[config.mk]
export PLATFORM = sky130hd
export DESIGN_NAME = idle_econ_clock_ctrl
export DESIGN_NICKNAME = d
export VERILOG_FILES = /design/src/common/idle_econ_pkg.sv /design/src/common/cycle_tick_if.sv /design/src/logic/cycle_divider.sv /design/src/logic/idle_econ_clock_ctrl.sv
export SDC_FILE = /design/constraint.sdc
export NUM_CORES = 1
export LEC_CHECK = 0
export ABC_CLOCK_PERIOD_IN_PS = 2850
export BUFFER_PORTS_ARGS = -buffer_cell sky130_fd_sc_hd__clkbuf_2
export CELL_PAD_IN_SITES_DETAIL_PLACEMENT = 1
export CELL_PAD_IN_SITES_GLOBAL_PLACEMENT = 1
export CORE_MARGIN = 8
export CORE_UTILIZATION = 43
export DETAILED_ROUTE_END_ITERATION = 12
export GPL_TIMING_DRIVEN = 0
export PLACE_DENSITY_LB_ADDON = 0.08
export SLEW_MARGIN = 0
export SYNTH_ARGS = -nofsm -noshare
export SYNTH_HDL_FRONTEND = slang
export SYNTH_SLANG_ARGS = --single-unit
[constraint.sdc]
create_clock -name clock -period 2.85 [get_ports clock]
set_clock_uncertainty 0.2 [all_clocks]
set_input_delay 0.1425 -clock clock [delete_from_list [all_inputs] [get_ports clock]]
set_output_delay 0.1425 -clock clock [all_outputs]
set_load 0.1 [all_outputs]
[src/common/idle_econ_pkg.sv]
// constants shared by the idle / economy clock controller and its divider
// assumes one oscillator clock at 200 MHz feeding every block
package idle_econ_pkg;

  localparam int unsigned CLK_PERIOD_PS = 5000;          // oscillator period, 5 ns

  // write data field positions seen on the cpu write strobes
  localparam int unsigned IDLE_BIT_POS   = 0;            // power_control_reg bit 0
  localparam int unsigned DIV_SEL_LO_POS = 6;            // clk_div_sel_lo in power_mode_reg
  localparam int unsigned DIV_SEL_HI_POS = 7;            // clk_div_sel_hi in power_mode_reg

  // clock divide codes {clk_div_sel_hi, clk_div_sel_lo}
  localparam logic [1:0] DIV_CODE_RSVD = 2'h0;           // reserved, ignored
  localparam logic [1:0] DIV_CODE_4    = 2'h1;           // 4 clocks per machine cycle
  localparam logic [1:0] DIV_CODE_64   = 2'h2;           // 64 clocks per machine cycle
  localparam logic [1:0] DIV_CODE_1024 = 2'h3;           // 1024 clocks per machine cycle
  localparam logic [1:0] DIV_CODE_RST  = DIV_CODE_4;     // value after any reset

  // last count of the machine-cycle counter for each rate
  localparam logic [9:0] LAST_CNT_4    = 10'h003;
  localparam logic [9:0] LAST_CNT_64   = 10'h03f;
  localparam logic [9:0] LAST_CNT_1024 = 10'h3ff;

  // timing counts, all in oscillator clocks
  localparam logic [3:0] RST_HOLD_CLKS        = 4'h8;    // two machine cycles at clock/4
  localparam logic [9:0] WDT_RESET_DELAY_CLKS = 10'h200; // 512 clocks after time-out

  // last counter value (clocks per machine cycle minus one) for a divide code
  function automatic logic [9:0] last_count(input logic [1:0] code);
    case (code)
      DIV_CODE_64:   last_count = LAST_CNT_64;
      DIV_CODE_1024: last_count = LAST_CNT_1024;
      default:       last_count = LAST_CNT_4;
    endcase
  endfunction

endpackage

[src/common/cycle_tick_if.sv]
// carrier between the controller and its machine-cycle divider
// assumes both ends sit on the same oscillator clock
`timescale 1ns/100ps
interface cycle_tick_if;
  logic [1:0] div_code;     // active divide code
  logic       idle;         // cpu clock stopped
  logic       restart;      // force counter back to zero
  logic       core_tick;    // last clock of a core machine cycle
  logic       periph_tick;  // last clock of a peripheral machine cycle

  modport ctrl (output div_code, output idle, output restart,
                input core_tick, input periph_tick);
  modport gen  (input div_code, input idle, input restart,
                output core_tick, output periph_tick);
endinterface

[src/logic/cycle_divider.sv]
// machine-cycle divider: counts oscillator clocks per machine cycle
// assumes restart is raised by the controller on reset and on a rate change
`timescale 1ns/100ps
module cycle_divider
  import idle_econ_pkg::*;
(
  input  wire logic clock,
  input  wire logic rst_b,
  input  wire logic clk_en,
  cycle_tick_if.gen tick
);

  logic [9:0] cnt_q;        // clocks into the current machine cycle
  logic [9:0] cnt_d;
  logic       core_q;       // core tick register
  logic       periph_q;     // peripheral tick register
  wire  [9:0] last_w = last_count(tick.div_code);
  // >= rather than == so a drop from a slow rate never overshoots
  wire        wrap_w = (cnt_q >= last_w);
  // the low two bits give a clock/4 beat independent of the rate
  wire        quarter_w = (cnt_q[1:0] == 2'h3);

  assign cnt_d = (tick.restart || wrap_w) ? 10'h000 : cnt_q + 10'h001;

  // counter and tick registers
  always_ff @(posedge clock or negedge rst_b)
  begin
    if (!rst_b)
    begin
      cnt_q    <= 10'h000;
      core_q   <= 1'b0;
      periph_q <= 1'b0;
    end
    else if (clk_en)
    begin
      cnt_q    <= cnt_d;
      core_q   <= wrap_w && !tick.restart;
      // idle peripherals keep clock/4, otherwise they follow the core rate
      periph_q <= (tick.idle ? quarter_w : wrap_w) && !tick.restart;  // RULE_16 RULE_17
    end
  end

  assign tick.core_tick   = core_q;
  assign tick.periph_tick = periph_q;

  AST_PERIPH_QUARTER: assert property (  // RULE_16
    @(posedge clock) disable iff (!rst_b || !clk_en)
    (tick.idle && periph_q) |=> !periph_q [*3])
    else $error("idle peripheral tick faster than clock/4");

  AST_PERIPH_FOLLOWS_CORE: assert property (  // RULE_17
    @(posedge clock) disable iff (!rst_b || !clk_en)
    $past(!tick.idle) && !$past(tick.restart) |-> (periph_q == core_q))
    else $error("peripheral tick differs from core tick outside idle");

endmodule

[src/logic/idle_econ_clock_ctrl.sv]
// idle and economy clock control: gates the cpu clock in idle, wakes on
// interrupt or reset, holds the reset sequence and selects the machine rate
// assumes cpu write strobes arrive on this clock in the instruction's last cycle
`timescale 1ns/100ps

// How it works
// RULE_01: write one to idle bit enters idle
// RULE_02: idle starts after the setting instruction completes
// RULE_03: cpu clock stops, peripherals keep clocking
// RULE_04: cpu registers frozen while clock gated
// RULE_05: address latch and program strobes held high
// RULE_06: port pins hold their entry levels
// RULE_07: enabled interrupt wakes, clears idle, runs handler
// RULE_08: handler return resumes at idle entry point
// RULE_09: any reset source also ends idle
// RULE_10: reset pin held high eight clocks
// RULE_11: reset loads zero address, restarts without delay
// RULE_12: watchdog runs in idle, time-out wakes
// RULE_13: watchdog reset 512 clocks after time-out
// RULE_14: reset exit skips the instruction after idle
// RULE_15: two-bit code selects 4, 64, 1024 clocks
// RULE_16: idle peripherals run at clock divided four
// RULE_17: economy peripherals share the core's reduced rate
// RULE_18: new divide code applies after one cycle
// RULE_19: software returns to divide four between slow rates
// RULE_20: every reset forces divide by four
// RULE_21: reserved code 00 leaves rate unchanged
module idle_econ_clock_ctrl
(
  input  wire logic       clock,                       // 200 MHz oscillator
  input  wire logic       rst_b,                       // power-on reset, async
  input  wire logic       clk_en,                      // freezes all state when low
  input  wire logic       reset_pin,                   // external reset pin, high active
  input  wire logic       power_fail_pin,              // power-fail detector, high active
  input  wire logic       power_control_wr,            // cpu writes power_control_reg
  input  wire logic [7:0] power_control_wdata,         // data of that write
  input  wire logic       power_mode_wr,               // cpu writes power_mode_reg
  input  wire logic [7:0] power_mode_wdata,            // data of that write
  input  wire logic       irq_active,                  // an enabled interrupt is pending
  input  wire logic       wdt_timeout,                 // watchdog time-out pulse
  input  wire logic       wdt_irq_en,                  // watchdog interrupt enabled
  input  wire logic       wdt_reset_en,                // watchdog reset enabled
  input  wire logic       wdt_clear,                   // software restarts the watchdog
  output logic            cpu_clk_en,                  // cpu clock gate enable
  output logic            core_cycle_tick,             // core machine-cycle tick
  output logic            periph_cycle_tick,           // peripheral machine-cycle tick
  output logic            idle_mode,                   // idle bit of power_control_reg
  output logic            wake_to_isr,                 // pulse: start service routine
  output logic            ale_hold_high,               // force address latch strobe high
  output logic            program_store_strobe_hold,   // force program store strobe high
  output logic            port_hold,                   // freeze port pin levels
  output logic            sys_reset,                   // internal synchronous reset
  output logic            pc_load_zero,                // pulse: load program counter 0000h
  output logic            discard_next,                // pulse: drop prefetched instruction
  output logic [1:0]      clk_div_sel                  // active divide code
);
  import idle_econ_pkg::*;

  cycle_tick_if tick ();                               // link to the divider

  // synchronisers for the two pins
  logic       ext_meta_q;                              // first stage, read only by next
  logic       ext_sync_q;                              // synchronised reset pin
  logic       pf_meta_q;                               // first stage, read only by next
  logic       pf_sync_q;                               // synchronised power fail

  // reset sequencing
  logic       sys_reset_q;                             // internal reset
  logic [3:0] hold_cnt_q;                              // clocks of reset tail left
  logic       pc_zero_q;                               // restart pulse
  logic       discard_q;                               // drop-next pulse

  // watchdog reset delay
  logic       wdt_armed_q;                             // time-out seen, reset pending
  logic [9:0] wdt_cnt_q;                               // clocks since time-out
  logic       wdt_fire_q;                              // watchdog reset request

  // idle control
  logic       idle_pend_q;                             // idle written, waiting cycle end
  logic       idle_q;                                  // idle bit
  logic       wake_q;                                  // wake pulse
  logic       cpu_en_q;                                // cpu clock enable
  logic       ale_q;                                   // strobe and port hold copies
  logic       pss_q;
  logic       port_q;

  // economy control
  logic [1:0] div_q;                                   // active code
  logic [1:0] pend_code_q;                             // written code not yet active
  logic       pend_q;                                  // a code is waiting
  logic       pend_aged_q;                             // one machine cycle has passed

  // decoding
  wire        rst_src_w   = ext_sync_q || pf_sync_q || wdt_fire_q;           // RULE_09
  wire        idle_wr_w   = power_control_wr && power_control_wdata[IDLE_BIT_POS];
  wire [1:0]  wr_code_w   = {power_mode_wdata[DIV_SEL_HI_POS],
                             power_mode_wdata[DIV_SEL_LO_POS]};
  wire        code_ok_w   = power_mode_wr && (wr_code_w != DIV_CODE_RSVD);   // RULE_21
  wire        wake_src_w  = irq_active || (wdt_timeout && wdt_irq_en);       // RULE_07 RULE_12
  wire        wake_w      = idle_q && wake_src_w && !rst_src_w;
  wire        enter_w     = idle_pend_q && tick.core_tick && !wake_src_w && !rst_src_w;
  // holds drop at the wake or reset edge, together with the idle bit
  wire        hold_w      = (idle_q || enter_w) && !wake_w && !rst_src_w;   // RULE_05 RULE_06
  wire        apply_w     = pend_q && pend_aged_q && tick.core_tick;         // RULE_18
  wire        hold_done_w = (hold_cnt_q == 4'h0);
  wire        wdt_last_w  = (wdt_cnt_q == WDT_RESET_DELAY_CLKS - 10'h001);

  // the divider sees the rate, the idle state and a restart request
  assign tick.div_code = div_q;
  assign tick.idle     = idle_q;
  assign tick.restart  = sys_reset_q || apply_w;

  cycle_divider u_divider (
    .clock (clock),
    .rst_b (rst_b),
    .clk_en(clk_en),
    .tick  (tick)
  );

  // two flip-flops before any logic reads a pin
  always_ff @(posedge clock or negedge rst_b)
  begin
    if (!rst_b)
    begin
      ext_meta_q <= 1'b0;
      ext_sync_q <= 1'b0;
      pf_meta_q  <= 1'b0;
      pf_sync_q  <= 1'b0;
    end
    else if (clk_en)
    begin
      ext_meta_q <= reset_pin;
      ext_sync_q <= ext_meta_q;
      pf_meta_q  <= power_fail_pin;
      pf_sync_q  <= pf_meta_q;
    end
  end

  // internal reset: held while a source is active, then a tail counting RST_HOLD_CLKS down to zero;
  // the clock already runs, so execution restarts right after the tail
  always_ff @(posedge clock or negedge rst_b)
  begin
    if (!rst_b)
    begin
      sys_reset_q <= 1'b1;
      hold_cnt_q  <= RST_HOLD_CLKS;
      pc_zero_q   <= 1'b0;
      discard_q   <= 1'b0;
    end
    else if (clk_en)
    begin
      if (rst_src_w)
      begin
        // a pin pulse shorter than the hold is not guaranteed by the far side
        sys_reset_q <= 1'b1;                                                  // RULE_10
        hold_cnt_q  <= RST_HOLD_CLKS;
        pc_zero_q   <= 1'b0;
      end
      else if (sys_reset_q && hold_done_w)
      begin
        sys_reset_q <= 1'b0;
        pc_zero_q   <= 1'b1;                                                  // RULE_11
      end
      else
      begin
        hold_cnt_q <= sys_reset_q ? hold_cnt_q - 4'h1 : hold_cnt_q;
        pc_zero_q  <= 1'b0;
      end
      // a reset that ends idle must not let the queued instruction run
      discard_q <= rst_src_w && (idle_q || idle_pend_q);                      // RULE_14
    end
  end

  // watchdog reset delay after the time-out flag
  always_ff @(posedge clock or negedge rst_b)
  begin
    if (!rst_b)
    begin
      wdt_armed_q <= 1'b0;
      wdt_cnt_q   <= 10'h000;
      wdt_fire_q  <= 1'b0;
    end
    else if (clk_en)
    begin
      if (wdt_timeout && wdt_reset_en)
      begin
        // a time-out in the clearing cycle still arms the reset
        wdt_armed_q <= 1'b1;
        wdt_cnt_q   <= 10'h000;
        wdt_fire_q  <= 1'b0;
      end
      else if (wdt_clear || sys_reset_q)
      begin
        wdt_armed_q <= 1'b0;
        wdt_cnt_q   <= 10'h000;
        wdt_fire_q  <= 1'b0;
      end
      else if (wdt_armed_q)
      begin
        wdt_cnt_q  <= wdt_cnt_q + 10'h001;
        wdt_fire_q <= wdt_last_w;                                             // RULE_13
        wdt_armed_q <= !wdt_last_w;
      end
      else
      begin
        wdt_fire_q <= 1'b0;
      end
    end
  end

  // idle entry, wake and reset exit
  always_ff @(posedge clock or negedge rst_b)
  begin
    if (!rst_b)
    begin
      idle_pend_q <= 1'b0;
      idle_q      <= 1'b0;
      wake_q      <= 1'b0;
    end
    else if (clk_en)
    begin
      if (rst_src_w || sys_reset_q)
      begin
        idle_pend_q <= 1'b0;                                                  // RULE_09
        idle_q      <= 1'b0;
        wake_q      <= 1'b0;
      end
      else if (wake_w)
      begin
        // the cpu keeps its pc, so the handler returns to the entry point
        idle_q <= 1'b0;                                                       // RULE_07 RULE_08
        wake_q <= 1'b1;
      end
      else
      begin
        // the idle write finishes its machine cycle before the gate closes
        idle_pend_q <= idle_wr_w || (idle_pend_q && !tick.core_tick);         // RULE_02
        idle_q      <= idle_q || enter_w;                                     // RULE_01
        wake_q      <= idle_pend_q && tick.core_tick && wake_src_w;
      end
    end
  end

  // output holds change on the same edge as the idle bit, as plain registers
  always_ff @(posedge clock or negedge rst_b)
  begin
    if (!rst_b)
    begin
      cpu_en_q <= 1'b0;
      ale_q    <= 1'b0;
      pss_q    <= 1'b0;
      port_q   <= 1'b0;
    end
    else if (clk_en)
    begin
      // gating the clock is what freezes pc, sp, psw and accumulator
      cpu_en_q <= !(idle_q || enter_w) || wake_w;                             // RULE_03 RULE_04
      ale_q    <= hold_w;                                                     // RULE_05
      pss_q    <= hold_w;                                                     // RULE_05
      port_q   <= hold_w;                                                     // RULE_06
    end
  end

  // divide code: held back one machine cycle, reset forces clock/4;
  // switching 64 to 1024 directly is left to software to avoid
  always_ff @(posedge clock or negedge rst_b)
  begin
    if (!rst_b)
    begin
      div_q       <= DIV_CODE_RST;
      pend_code_q <= DIV_CODE_RST;
      pend_q      <= 1'b0;
      pend_aged_q <= 1'b0;
    end
    else if (clk_en)
    begin
      if (sys_reset_q || rst_src_w)
      begin
        div_q  <= DIV_CODE_RST;                                               // RULE_20
        pend_q <= 1'b0;
        pend_aged_q <= 1'b0;
      end
      else if (code_ok_w)
      begin
        pend_code_q <= wr_code_w;                                             // RULE_15
        pend_q      <= 1'b1;
        pend_aged_q <= 1'b0;
      end
      else if (apply_w)
      begin
        div_q  <= pend_code_q;                                                // RULE_18
        pend_q <= 1'b0;
        pend_aged_q <= 1'b0;
      end
      else if (pend_q && tick.core_tick)
      begin
        pend_aged_q <= 1'b1;
      end
    end
  end

  assign cpu_clk_en                = cpu_en_q;
  assign core_cycle_tick           = tick.core_tick;
  assign periph_cycle_tick         = tick.periph_tick;
  assign idle_mode                 = idle_q;
  assign wake_to_isr               = wake_q;
  assign ale_hold_high             = ale_q;
  assign program_store_strobe_hold = pss_q;
  assign port_hold                 = port_q;
  assign sys_reset                 = sys_reset_q;
  assign pc_load_zero              = pc_zero_q;
  assign discard_next              = discard_q;
  assign clk_div_sel               = div_q;

  AST_IDLE_ENTRY: assert property (  // RULE_01
    @(posedge clock) disable iff (!rst_b || !clk_en)
    enter_w && !sys_reset_q |=> idle_q && !cpu_en_q && ale_q && port_q)
    else $error("idle not entered at machine cycle end");

  AST_NO_EARLY_IDLE: assert property (  // RULE_02
    @(posedge clock) disable iff (!rst_b || !clk_en)
    idle_wr_w && !idle_q && !tick.core_tick |=> !idle_q)
    else $error("idle began before the setting instruction finished");

  AST_CPU_GATED: assert property (  // RULE_03
    @(posedge clock) disable iff (!rst_b || !clk_en)
    idle_q && $past(idle_q) |-> !cpu_en_q && port_q)
    else $error("cpu clock running during idle");

  AST_STROBES_HIGH: assert property (  // RULE_05
    @(posedge clock) disable iff (!rst_b || !clk_en)
    $past(idle_q) && idle_q |-> ale_q && pss_q)
    else $error("strobes not held high in idle");

  AST_WAKE: assert property (  // RULE_07
    @(posedge clock) disable iff (!rst_b || !clk_en)
    wake_w && !sys_reset_q |=> !idle_q && wake_q && cpu_en_q && !port_q)
    else $error("enabled interrupt did not wake");

  AST_RESET_EXIT: assert property (  // RULE_09
    @(posedge clock) disable iff (!rst_b || !clk_en)
    rst_src_w |=> sys_reset_q && !idle_q)
    else $error("reset did not end idle");

  AST_RESET_TAIL: assert property (  // RULE_11
    @(posedge clock) disable iff (!rst_b || !clk_en)
    $fell(sys_reset_q) |-> pc_zero_q && $past(sys_reset_q, 8))
    else $error("reset tail length wrong or no restart pulse");

  AST_WDT_DELAY: assert property (  // RULE_13
    @(posedge clock) disable iff (!rst_b || !clk_en)
    $rose(wdt_fire_q) |-> wdt_cnt_q == WDT_RESET_DELAY_CLKS)
    else $error("watchdog reset not 512 clocks after time-out");

  AST_RESERVED_CODE: assert property (  // RULE_21
    @(posedge clock) disable iff (!rst_b || !clk_en)
    power_mode_wr && wr_code_w == DIV_CODE_RSVD && !apply_w && !rst_src_w
      && !sys_reset_q |=> $stable(pend_q) && $stable(pend_code_q))
    else $error("reserved divide code changed the rate");

  AST_RATE_RESET: assert property (  // RULE_20
    @(posedge clock) disable iff (!rst_b || !clk_en)
    sys_reset_q |=> div_q == DIV_CODE_4)
    else $error("reset did not restore clock/4");

endmodule
After elaboration in Yosys (flattened, before gate mapping):

Cells that the tools add are included.

* register bits: 46
* input port bits: 28
* output and inout bits: 13

* add/subtract/negate cells: 3
* $lt $le $gt $ge: 1
* eq/ne operators: 7
* muxes and demuxes: 35
* bitwise operators: 1
* reduce and logical (&&, ||, !) cells: 54

Operator list (number)
* $mux W10: 4
* $mux W1: 24
* $add A10 B1 Y10 const B: 2
* $logic_and A1 B1 Y1: 20
* $pmux W10 S2: 1
* $mux W4: 3
* $logic_or A1 B1 Y1: 11
* $eq A10 B9 Y1 const B: 1
* $ge A10 B10 Y1: 1
* $reduce_and A2 Y1: 5
* $reduce_and A3 Y1: 3
* $reduce_bool A2 Y1: 4
* $logic_not A1 Y1: 7
* $eq A2 B2 Y1 const B: 3
* $mux W2: 3
* $reduce_bool A3 Y1: 2
* $logic_not A4 Y1: 1
* $ne A2 B1 Y1 const B: 2
* $reduce_bool A4 Y1: 1
* $sub A4 B1 Y4 const B: 1
* $ne A2 B2 Y1 const B: 1
* $not A1 Y1: 1

Longest topological paths before layout:

Gate-level depths: netlist (run 1).

* depth in word-level cells: 8
* depth in mapped cells: 7
* mapped depth without buffers: 7

Cells and area by module:

Synthesis (run 1) repeated with hierarchy kept, for this count alone.

* cell total of the unflattened synthesis: 254
* area, all modules: 2534.9 um2

Modules (own cells, without submodules)
* idle_econ_clock_ctrl: instances 1, cells each 178, area each 1810.5 um2, sequential area each 855.8 um2
* cycle_divider: instances 1, cells each 76, area each 724.4 um2, sequential area each 300.3 um2

Worst setup path before layout (run 1):

OpenSTA, ideal clock, no wires.

* path kind: register -> register
* from: register div_q[1], in the netlist clk_div_sel[1]
* to: register u_divider.cnt_q[6]
* setup time: 0.120 ns
* arrival: 2.361 ns
* setup slack: 0.169 ns
* stages on the path, launching flop included: 8
* buffers on the path: 0
* clock period less this slack: 2.681 ns
* path through: dfrtp_1 nand2_1 ha_1 nand2_1 o21a_1 and2_1 a32o_1 a31o_1

* word-level cells in the longest chain between the ends: 5
* elaborated cells between the ends (all ways): 6

RTL lines
* start, declared: line idle_econ_clock_ctrl.sv:88 `logic [1:0] div_q;`
* start signal, assigned: line idle_econ_clock_ctrl.sv:291 `div_q <= pend_code_q;`
* $eq A2 B2 Y1: line idle_econ_pkg.sv:30 `case (code)`
* $pmux W10 S2 (*): line idle_econ_pkg.sv:30
* $ge A10 B10 Y1 (*): line cycle_divider.sv:19 `wire wrap_w = (cnt_q >= last_w);`
* $logic_or A1 B1 Y1 (*): line cycle_divider.sv:23 `assign cnt_d = (tick.restart || wrap_w) ? 10'h000 : cnt_q + 10'h001;`
* $mux W10 (*): line cycle_divider.sv:23
* end signal, assigned: line cycle_divider.sv:36 `cnt_q <= cnt_d;`
* end, declared: line cycle_divider.sv:13 `logic [9:0] cnt_q;`

Every way passes the cells marked *; elsewhere a longest branch is shown, timed or not.
A chain may end at the register's enable or synchronous reset.

Worst setup path after layout (run 1):

* from: register wdt_cnt_q[4]
* to: register wdt_armed_q

* word-level cells in the longest chain between the ends: 5

RTL lines
* start, declared: line idle_econ_clock_ctrl.sv:75 `logic [9:0] wdt_cnt_q;`
* start signal, assigned: line idle_econ_clock_ctrl.sv:200 `wdt_cnt_q <= wdt_cnt_q + 10'h001;`
* $eq A10 B9 Y1: line idle_econ_clock_ctrl.sv:106 `wire wdt_last_w = (wdt_cnt_q == WDT_RESET_DELAY_CLKS - 10'h001);`
* $logic_not A1 Y1: line idle_econ_clock_ctrl.sv:202 `wdt_armed_q <= !wdt_last_w;`
* $mux W1: line idle_econ_clock_ctrl.sv:198 `else if (wdt_armed_q)`
* $mux W1: line idle_econ_clock_ctrl.sv:192 `else if (wdt_clear || sys_reset_q)`
* $mux W1: line idle_econ_clock_ctrl.sv:185 `if (wdt_timeout && wdt_reset_en)`
* end signal, assigned: line idle_econ_clock_ctrl.sv:202
* end, declared: line idle_econ_clock_ctrl.sv:74 `logic wdt_armed_q;`

Every way passes these cells.

==> flow_summary.yaml, run 1 <==
critical_path:
  cpPeakStageDelay_ns: 0.55
  critPathArrivalTime_ns: 2.30
  end_kind: "register"
  crit_chain: "and3_1, nand3_1, nor3_1, o31ai_1, a32o_1, dlygate4sd3_1"
  cp_top_family: "simple AND/OR/NAND/NOR gates"
  cp_data_required_time_ns: 2.83
  crit_slowest_cell: "dlygate4sd3_1"
  timing_worst_setup_path_type: "reg -> reg"
  crit_path_start_kind: "register"
  path_max_fanout: 7
  cp_num_buf_inv: 1
timing:
  hold_viol: 0
  fin_hold_ws_ns: 0.0323
  drv_slew: 0
  fin_setup_tns_ns: 0
  fmax_mhz: 431
  max_slew_margin: 0.224
  tightest_slew_ns: 1.16
  min_period_ns: 2.32
  finalCritPeriodShare: 0.815
  rsz0062_at_grt: "false"
  setup_viol: 0
layout:
  diodes: 0
  drive_gt1_frac: 0.178
  fin_nets: 331
  area_growth_pct: 17.2
  instances_no_fill: 369
synth:
  yosys.area.top_type_share: 0.431
  synth_seq_area_share: 0.474
  synth_cell_types: 48
  async_reset_ff_frac: 1.00
  synth_area_leaders: "dfrtp_1 43%, o21ai_0 5.1%, nand2_1 4.6%, dfstp_2 4.3%, ha_1 3.6%"
  synth-edff-count: 0
  syn_area_mm2: 0.00244
  synth_seq_cells: 46
  synth_top_cell_by_area: "dfrtp_1"
  syn_area_per_cell_um2: 9.61
  ys_warn_count: 0
  synthesis.nets: 289
  ys.flop_type: "dfrtp_1"
  synth_cells: 254
clock_tree:
  cts_root_buffer: "clkbuf_8"
  post-cts-setup-buffers: 0
  clk_pin_slew_ns: 0.10
  holdBufCountCts: 9
  clkLatencyLatePin_ns: 0.30
  cts_made_buffers: 5
  htreeDepth: 2
  cts_resized: 0
  clock-sinks: 46
  clockBufferDepth: 2
  cts_tree: "done"
place:
  globalplace.congestion: 0.761
  port_buffers: 26
  hpwl_um: 4490
  dpl.cell_count: 352
drt:
  drt-met1-wl_um: 3000
  drc: 0
  first_pass_iters: 4
  via_per_inst: 5.65
  finalWirelength_um: 6270
  wl_met3_um: 155
  met2_wirelength_um: 3050
  drt_iter0_markers: 112
  highest_layer: "met4"
  post_drt_wl_per_cell_um: 17.0
  postRouteAntennaNets: 0
  vias: 2085
floorplan:
  dieArea_mm2: 0.00834
  die_y_um: 91.3
  rows: 27
  initial_core_util: 0.443
  core_mm2: 0.00551
  dieWidth_um: 91.3
  io_pins: 41
outcome:
  run_status: "finished clean"
power:
  p_leak_nw: 1.27
  total_power_mw: 1.59
  p_per_area_mw_per_mm2: 555
  ir_drop_mv: 0.350
flow_run:
  timing.max_cap.violations: 0
grt:
  grt_pass1_vias: 2211
  overflow: 0
  grt_pass1_wl_um: 10900
  antenna_found_initial: 0
  grt_max_degree: 47
  grt_usage: 0.157
min_path:
  hp-class: "in -> reg"
## synth_stat cells (6+ instances only)
cell type / number
nor3_1: 7
ha_1: 7
o31ai_1: 6
a21oi_1: 15
clkbuf_1: 8
nand2_1: 30
dfrtp_1: 42
nor2_1: 9
nand4_1: 7
o21ai_0: 25
inv_1: 11
and3_1: 6
nand3_1: 15
## cell usage in the layout (no fill, tap or decap), drive strengths merged, types with 5 or more instances in the layout
| cell type | instances |
|---|---|
| mux2 | 6 |
| dfrtp | 42 |
| nand3 | 15 |
| nor2 | 9 |
| dlygate4sd3 | 9 |
| nor3 | 8 |
| a21oi | 15 |
| o2bb2ai | 5 |
| o21ai | 27 |
| ha | 7 |
| inv | 11 |
| o31ai | 6 |
| nand4 | 7 |
| and3 | 6 |
| nand2 | 31 |
| clkbuf | 40 |
## final cells by class
class | instances | area, µm²
Buffer | 12 | 55.1
Clock buffer | 6 | 72.6
Clock inverter | 2 | 37.5
Fill cell | 648 | 2650
Inverter | 11 | 41.3
Multi-Input combinational cell | 185 | 1190
Sequential cell | 46 | 1160
Tap cell | 72 | 90.1
Timing Repair Buffer | 35 | 220
## registers in the layout, summed over array words and instances (netlist names), 2 cells and up
signal           cells
pend_code_q          2
wdt_cnt_q           10
hold_cnt_q           4
clk_div_sel          2
u_divider.cnt_q     10
## cells by family after synthesis
kind of cell | Yosys count | synth area share
AOI/OAI and AO/OA | 78 | 0.211
xor gates and xnor gates | 5 | 0.0179
adders and majority gates | 7 | 0.0359
buffers and inverters | 23 | 0.0395
DFF | 46 | 0.474
muxes | 7 | 0.0349
and+or+nand+nor | 88 | 0.187
## power by group
group / internal (mW) / total, mW / switching [mW]
clock network: 0.262 / 0.498 / 0.236
logic: 0.120 / 0.322 / 0.202
registers: 0.717 / 0.768 / 0.0511
total: 1.10 / 1.59 / 0.489
## tightest hold or removal path, cell delays in order
cell	delay, ns
clkbuf_2	0.13
a211oi_4	0.08
nand4_1	0.08
o21ai_0	0.07
## final timing paths
kind	end	startpoint	slack, ns	depth (start not counted)
max	wdt_armed_q	wdt_cnt_q[4]	0.53	6
min	wdt_cnt_q[7]	wdt_clear	0.03	4
max reg2reg	wdt_armed_q	wdt_cnt_q[4]	0.53	6
min reg2reg	wdt_cnt_q[6]	wdt_cnt_q[6]	0.30	1
max in group asynchronous	wdt_cnt_q[6]	rst_b	1.32	2
min in group asynchronous	hold_cnt_q[0]	rst_b	0.41	2
## per-layer routing
layer	vias to the layer above	global-route usage
met5	-	0
met4	0	0.0409
met3	5	0.0313
met2	25	0.267
met1	1037	0.199
li1	1018	-
## metrics by stage
stage	worst slack, ns	util	area, µm²
6_report	0.527	0.519	2860
3_3_place_gp	0.578	0.483	2660
5_1_grt	0.395	0.519	2860
2_1_floorplan	0.169	-	2440
4_1_cts	0.500	0.519	2860
3_5_place_dp	0.535	0.483	2660
(Power assumes the default switching activity.)
==> run 2, diff against run 1 <==
Settings changed: ABC_CLOCK_PERIOD_IN_PS 2850 to 2130, CORE_UTILIZATION 43 to 39.
Clock period 2.85 ns to 2.13 ns, I/O delays scaled along.
==> run 2 against run 1 <==
Against the previous run: the flow now finishes with violations (setup timing); combinational power grew 47%; sequential share of layout area shrank 2.2 points; first-iteration DRC count shrank 50%; critical path depth grew 1; register-to-register slack lost 0.61 ns; setup slack lost 0.61 ns; critical path type unchanged; critical endpoint is now u_divider.cnt_q[8].
==> flow_summary.yaml, run 2 (synthesis results as in run 1) <==
outcome:
  run_status: "complete, but fails checks"
  violations: "setup timing"
floorplan:
  rows: 29
  io_pins: 41
  dieArea_mm2: 0.00904
  die_y_um: 95.1
  dieWidth_um: 95.1
  core_mm2: 0.00620
  initial_core_util: 0.393
clock_tree:
  clockBufferDepth: 2
  cts_made_buffers: 5
  cts_tree: "done"
  clk_pin_slew_ns: 0.09
  htreeDepth: 2
  clkLatencyLatePin_ns: 0.31
  clock-sinks: 46
  cts_root_buffer: "clkbuf_8"
critical_path:
  timing_worst_setup_path_type: "reg -> reg"
  rr_endpoint: "u_divider.cnt_q[8]"
  cpPeakStageDelay_ns: 0.65
  crit_path_start_kind: "register"
  cp_top_family: "compound AO/OA/AOI/OAI gates"
  crit_slowest_cell: "dfstp_4"
  ff2ff_path_depth: 7
  end_kind: "register"
  critPathArrivalTime_ns: 2.21
  cp_num_buf_inv: 0
  r2r-start: "clk_div_sel[0]"
  rrSetupSlack_ns: -0.09
  cp_data_required_time_ns: 2.13
  path_max_fanout: 4
  crit_chain: "nand2_8, ha_4, nand4_1, a21o_1, o211a_1, a21oi_1, o22ai_1"
place:
  port_buffers: 26
  place_ws_ns: -0.135
  globalplace.congestion: 0.713
  hpwl_um: 4520
min_path:
  hold_start: "clk_en"
  min_to: "idle_mode"
  hp-class: "in -> reg"
  whs_path_depth: 3
timing:
  drv_slew: 0
  hold_viol: 0
  finalCritPeriodShare: 1.04
  setup_viol: 8
  max_slew_margin: 0.202
  tightest_slew_ns: 1.20
  rsz0062_at_grt: "true"
  fmax_mhz: 451
  fin_setup_tns_ns: -0.353
  min_period_ns: 2.22
  postLayoutSetupSlackWorst_ns: -0.0857
drt:
  post_drt_wl_per_cell_um: 16.7
  vias: 2103
  via_per_inst: 5.49
  first_pass_iters: 4
  finalWirelength_um: 6410
  postRouteAntennaNets: 0
  drt_iter0_markers: 56
  drc: 0
grt:
  antenna_found_initial: 0
  grt_pass1_wl_um: 11200
  grt_pass1_vias: 2286
  overflow: 0
  grt_max_degree: 47
  grt_usage: 0.157
power:
  p_leak_nw: 1.32
  clkPwrFrac: 0.304
  p_per_area_mw_per_mm2: 709
  ir_drop_mv: 0.374
  p_int_mw: 1.50
  pwr-share-seq: 0.476
  p_sw_frac: 0.304
  pwr-share-comb: 0.219
  power.switching_uw: 654
  total_power_mw: 2.15
layout:
  diodes: 0
  fin_nets: 340
  area_growth_pct: 24.5
  mostFrequentLayoutCell: "dfrtp_1"
  top_regs: "u_divider.cnt_q: 10 flops, wdt_cnt_q: 10 flops, hold_cnt_q: 4 flops"
  layout_common_cells: "41 x dfrtp_1, 28 x nand2_1, 26 x clkbuf_2"
  drive_gt1_frac: 0.232
flow_run:
  timing.max_cap.violations: 0
## run 2: layout make-up
type	instances	area, µm²
fill	707	3170
tap	77	96.3
sequential	46	1160
timing repair buffer	44	298
clock buffer	7	76.3
multi-input combinational	185	1280
clock inverter	1	30.0
buffer	12	55.1
inverter	11	41.3
## run 2: repair_timing
action / CTS / global route
gates resized for setup: 2 / 7
setup buffers: 4 / 4
hold buffers: 10 / 0
endpoints found under the setup margin: 8 / 12
pin swaps: 5 / 3
endpoints found under the hold margin: 49 / 0
## run 2: how the worst max path moves through the flow
stage,end,slack (ns),from,cells after the start
6_report,u_divider.cnt_q[8],-0.09,clk_div_sel[0],7
5_1_grt,u_divider.cnt_q[0],-0.20,clk_div_sel[0],7
4_1_cts,u_divider.cnt_q[0],-0.08,clk_div_sel[0],7
3_5_place_dp,u_divider.cnt_q[3],-0.13,clk_div_sel[0],7
3_3_place_gp,u_divider.cnt_q[3],-0.10,clk_div_sel[0],7
2_1_floorplan,u_divider.cnt_q[6],-0.16,clk_div_sel[0],7
## run 2: tightest hold or removal path, stage by stage
cell,delay [ns]
buf_2,0.15
nand2_2,0.14
o2bb2ai_1,0.09
## run 2: power by group through the flow
stage / Clock [mW] / Combinational (mW) / Sequential [mW]
6_report: 0.656 / 0.472 / 1.03
4_1_cts: 0.683 / 0.452 / 1.03
2_1_floorplan: 0 / 0.254 / 1.09
3_3_place_gp: 0 / 0.418 / 1.04
3_5_place_dp: 0 / 0.426 / 1.04
5_1_grt: 0.714 / 0.530 / 1.04
## run 2: per-stage QoR
stage	util	hold slack (ns)	cell area, µm²	instances
floorplan	-	-0.389	2500	254
global placement	0.440	0.141	2730	357
CTS	0.480	0.0184	2980	379
global route	0.489	0.0448	3040	383
finish	0.489	0.0223	3040	383
detailed placement	0.440	0.144	2730	357
## run 2: routing by layer
metal	vias to the layer above	wire (µm)	GRT usage
li1	1029	-	-
met1	1044	3010	0.198
met2	23	3110	0.264
met3	7	212	0.0331
met4	0	87	0.0429
met5	-	0	0
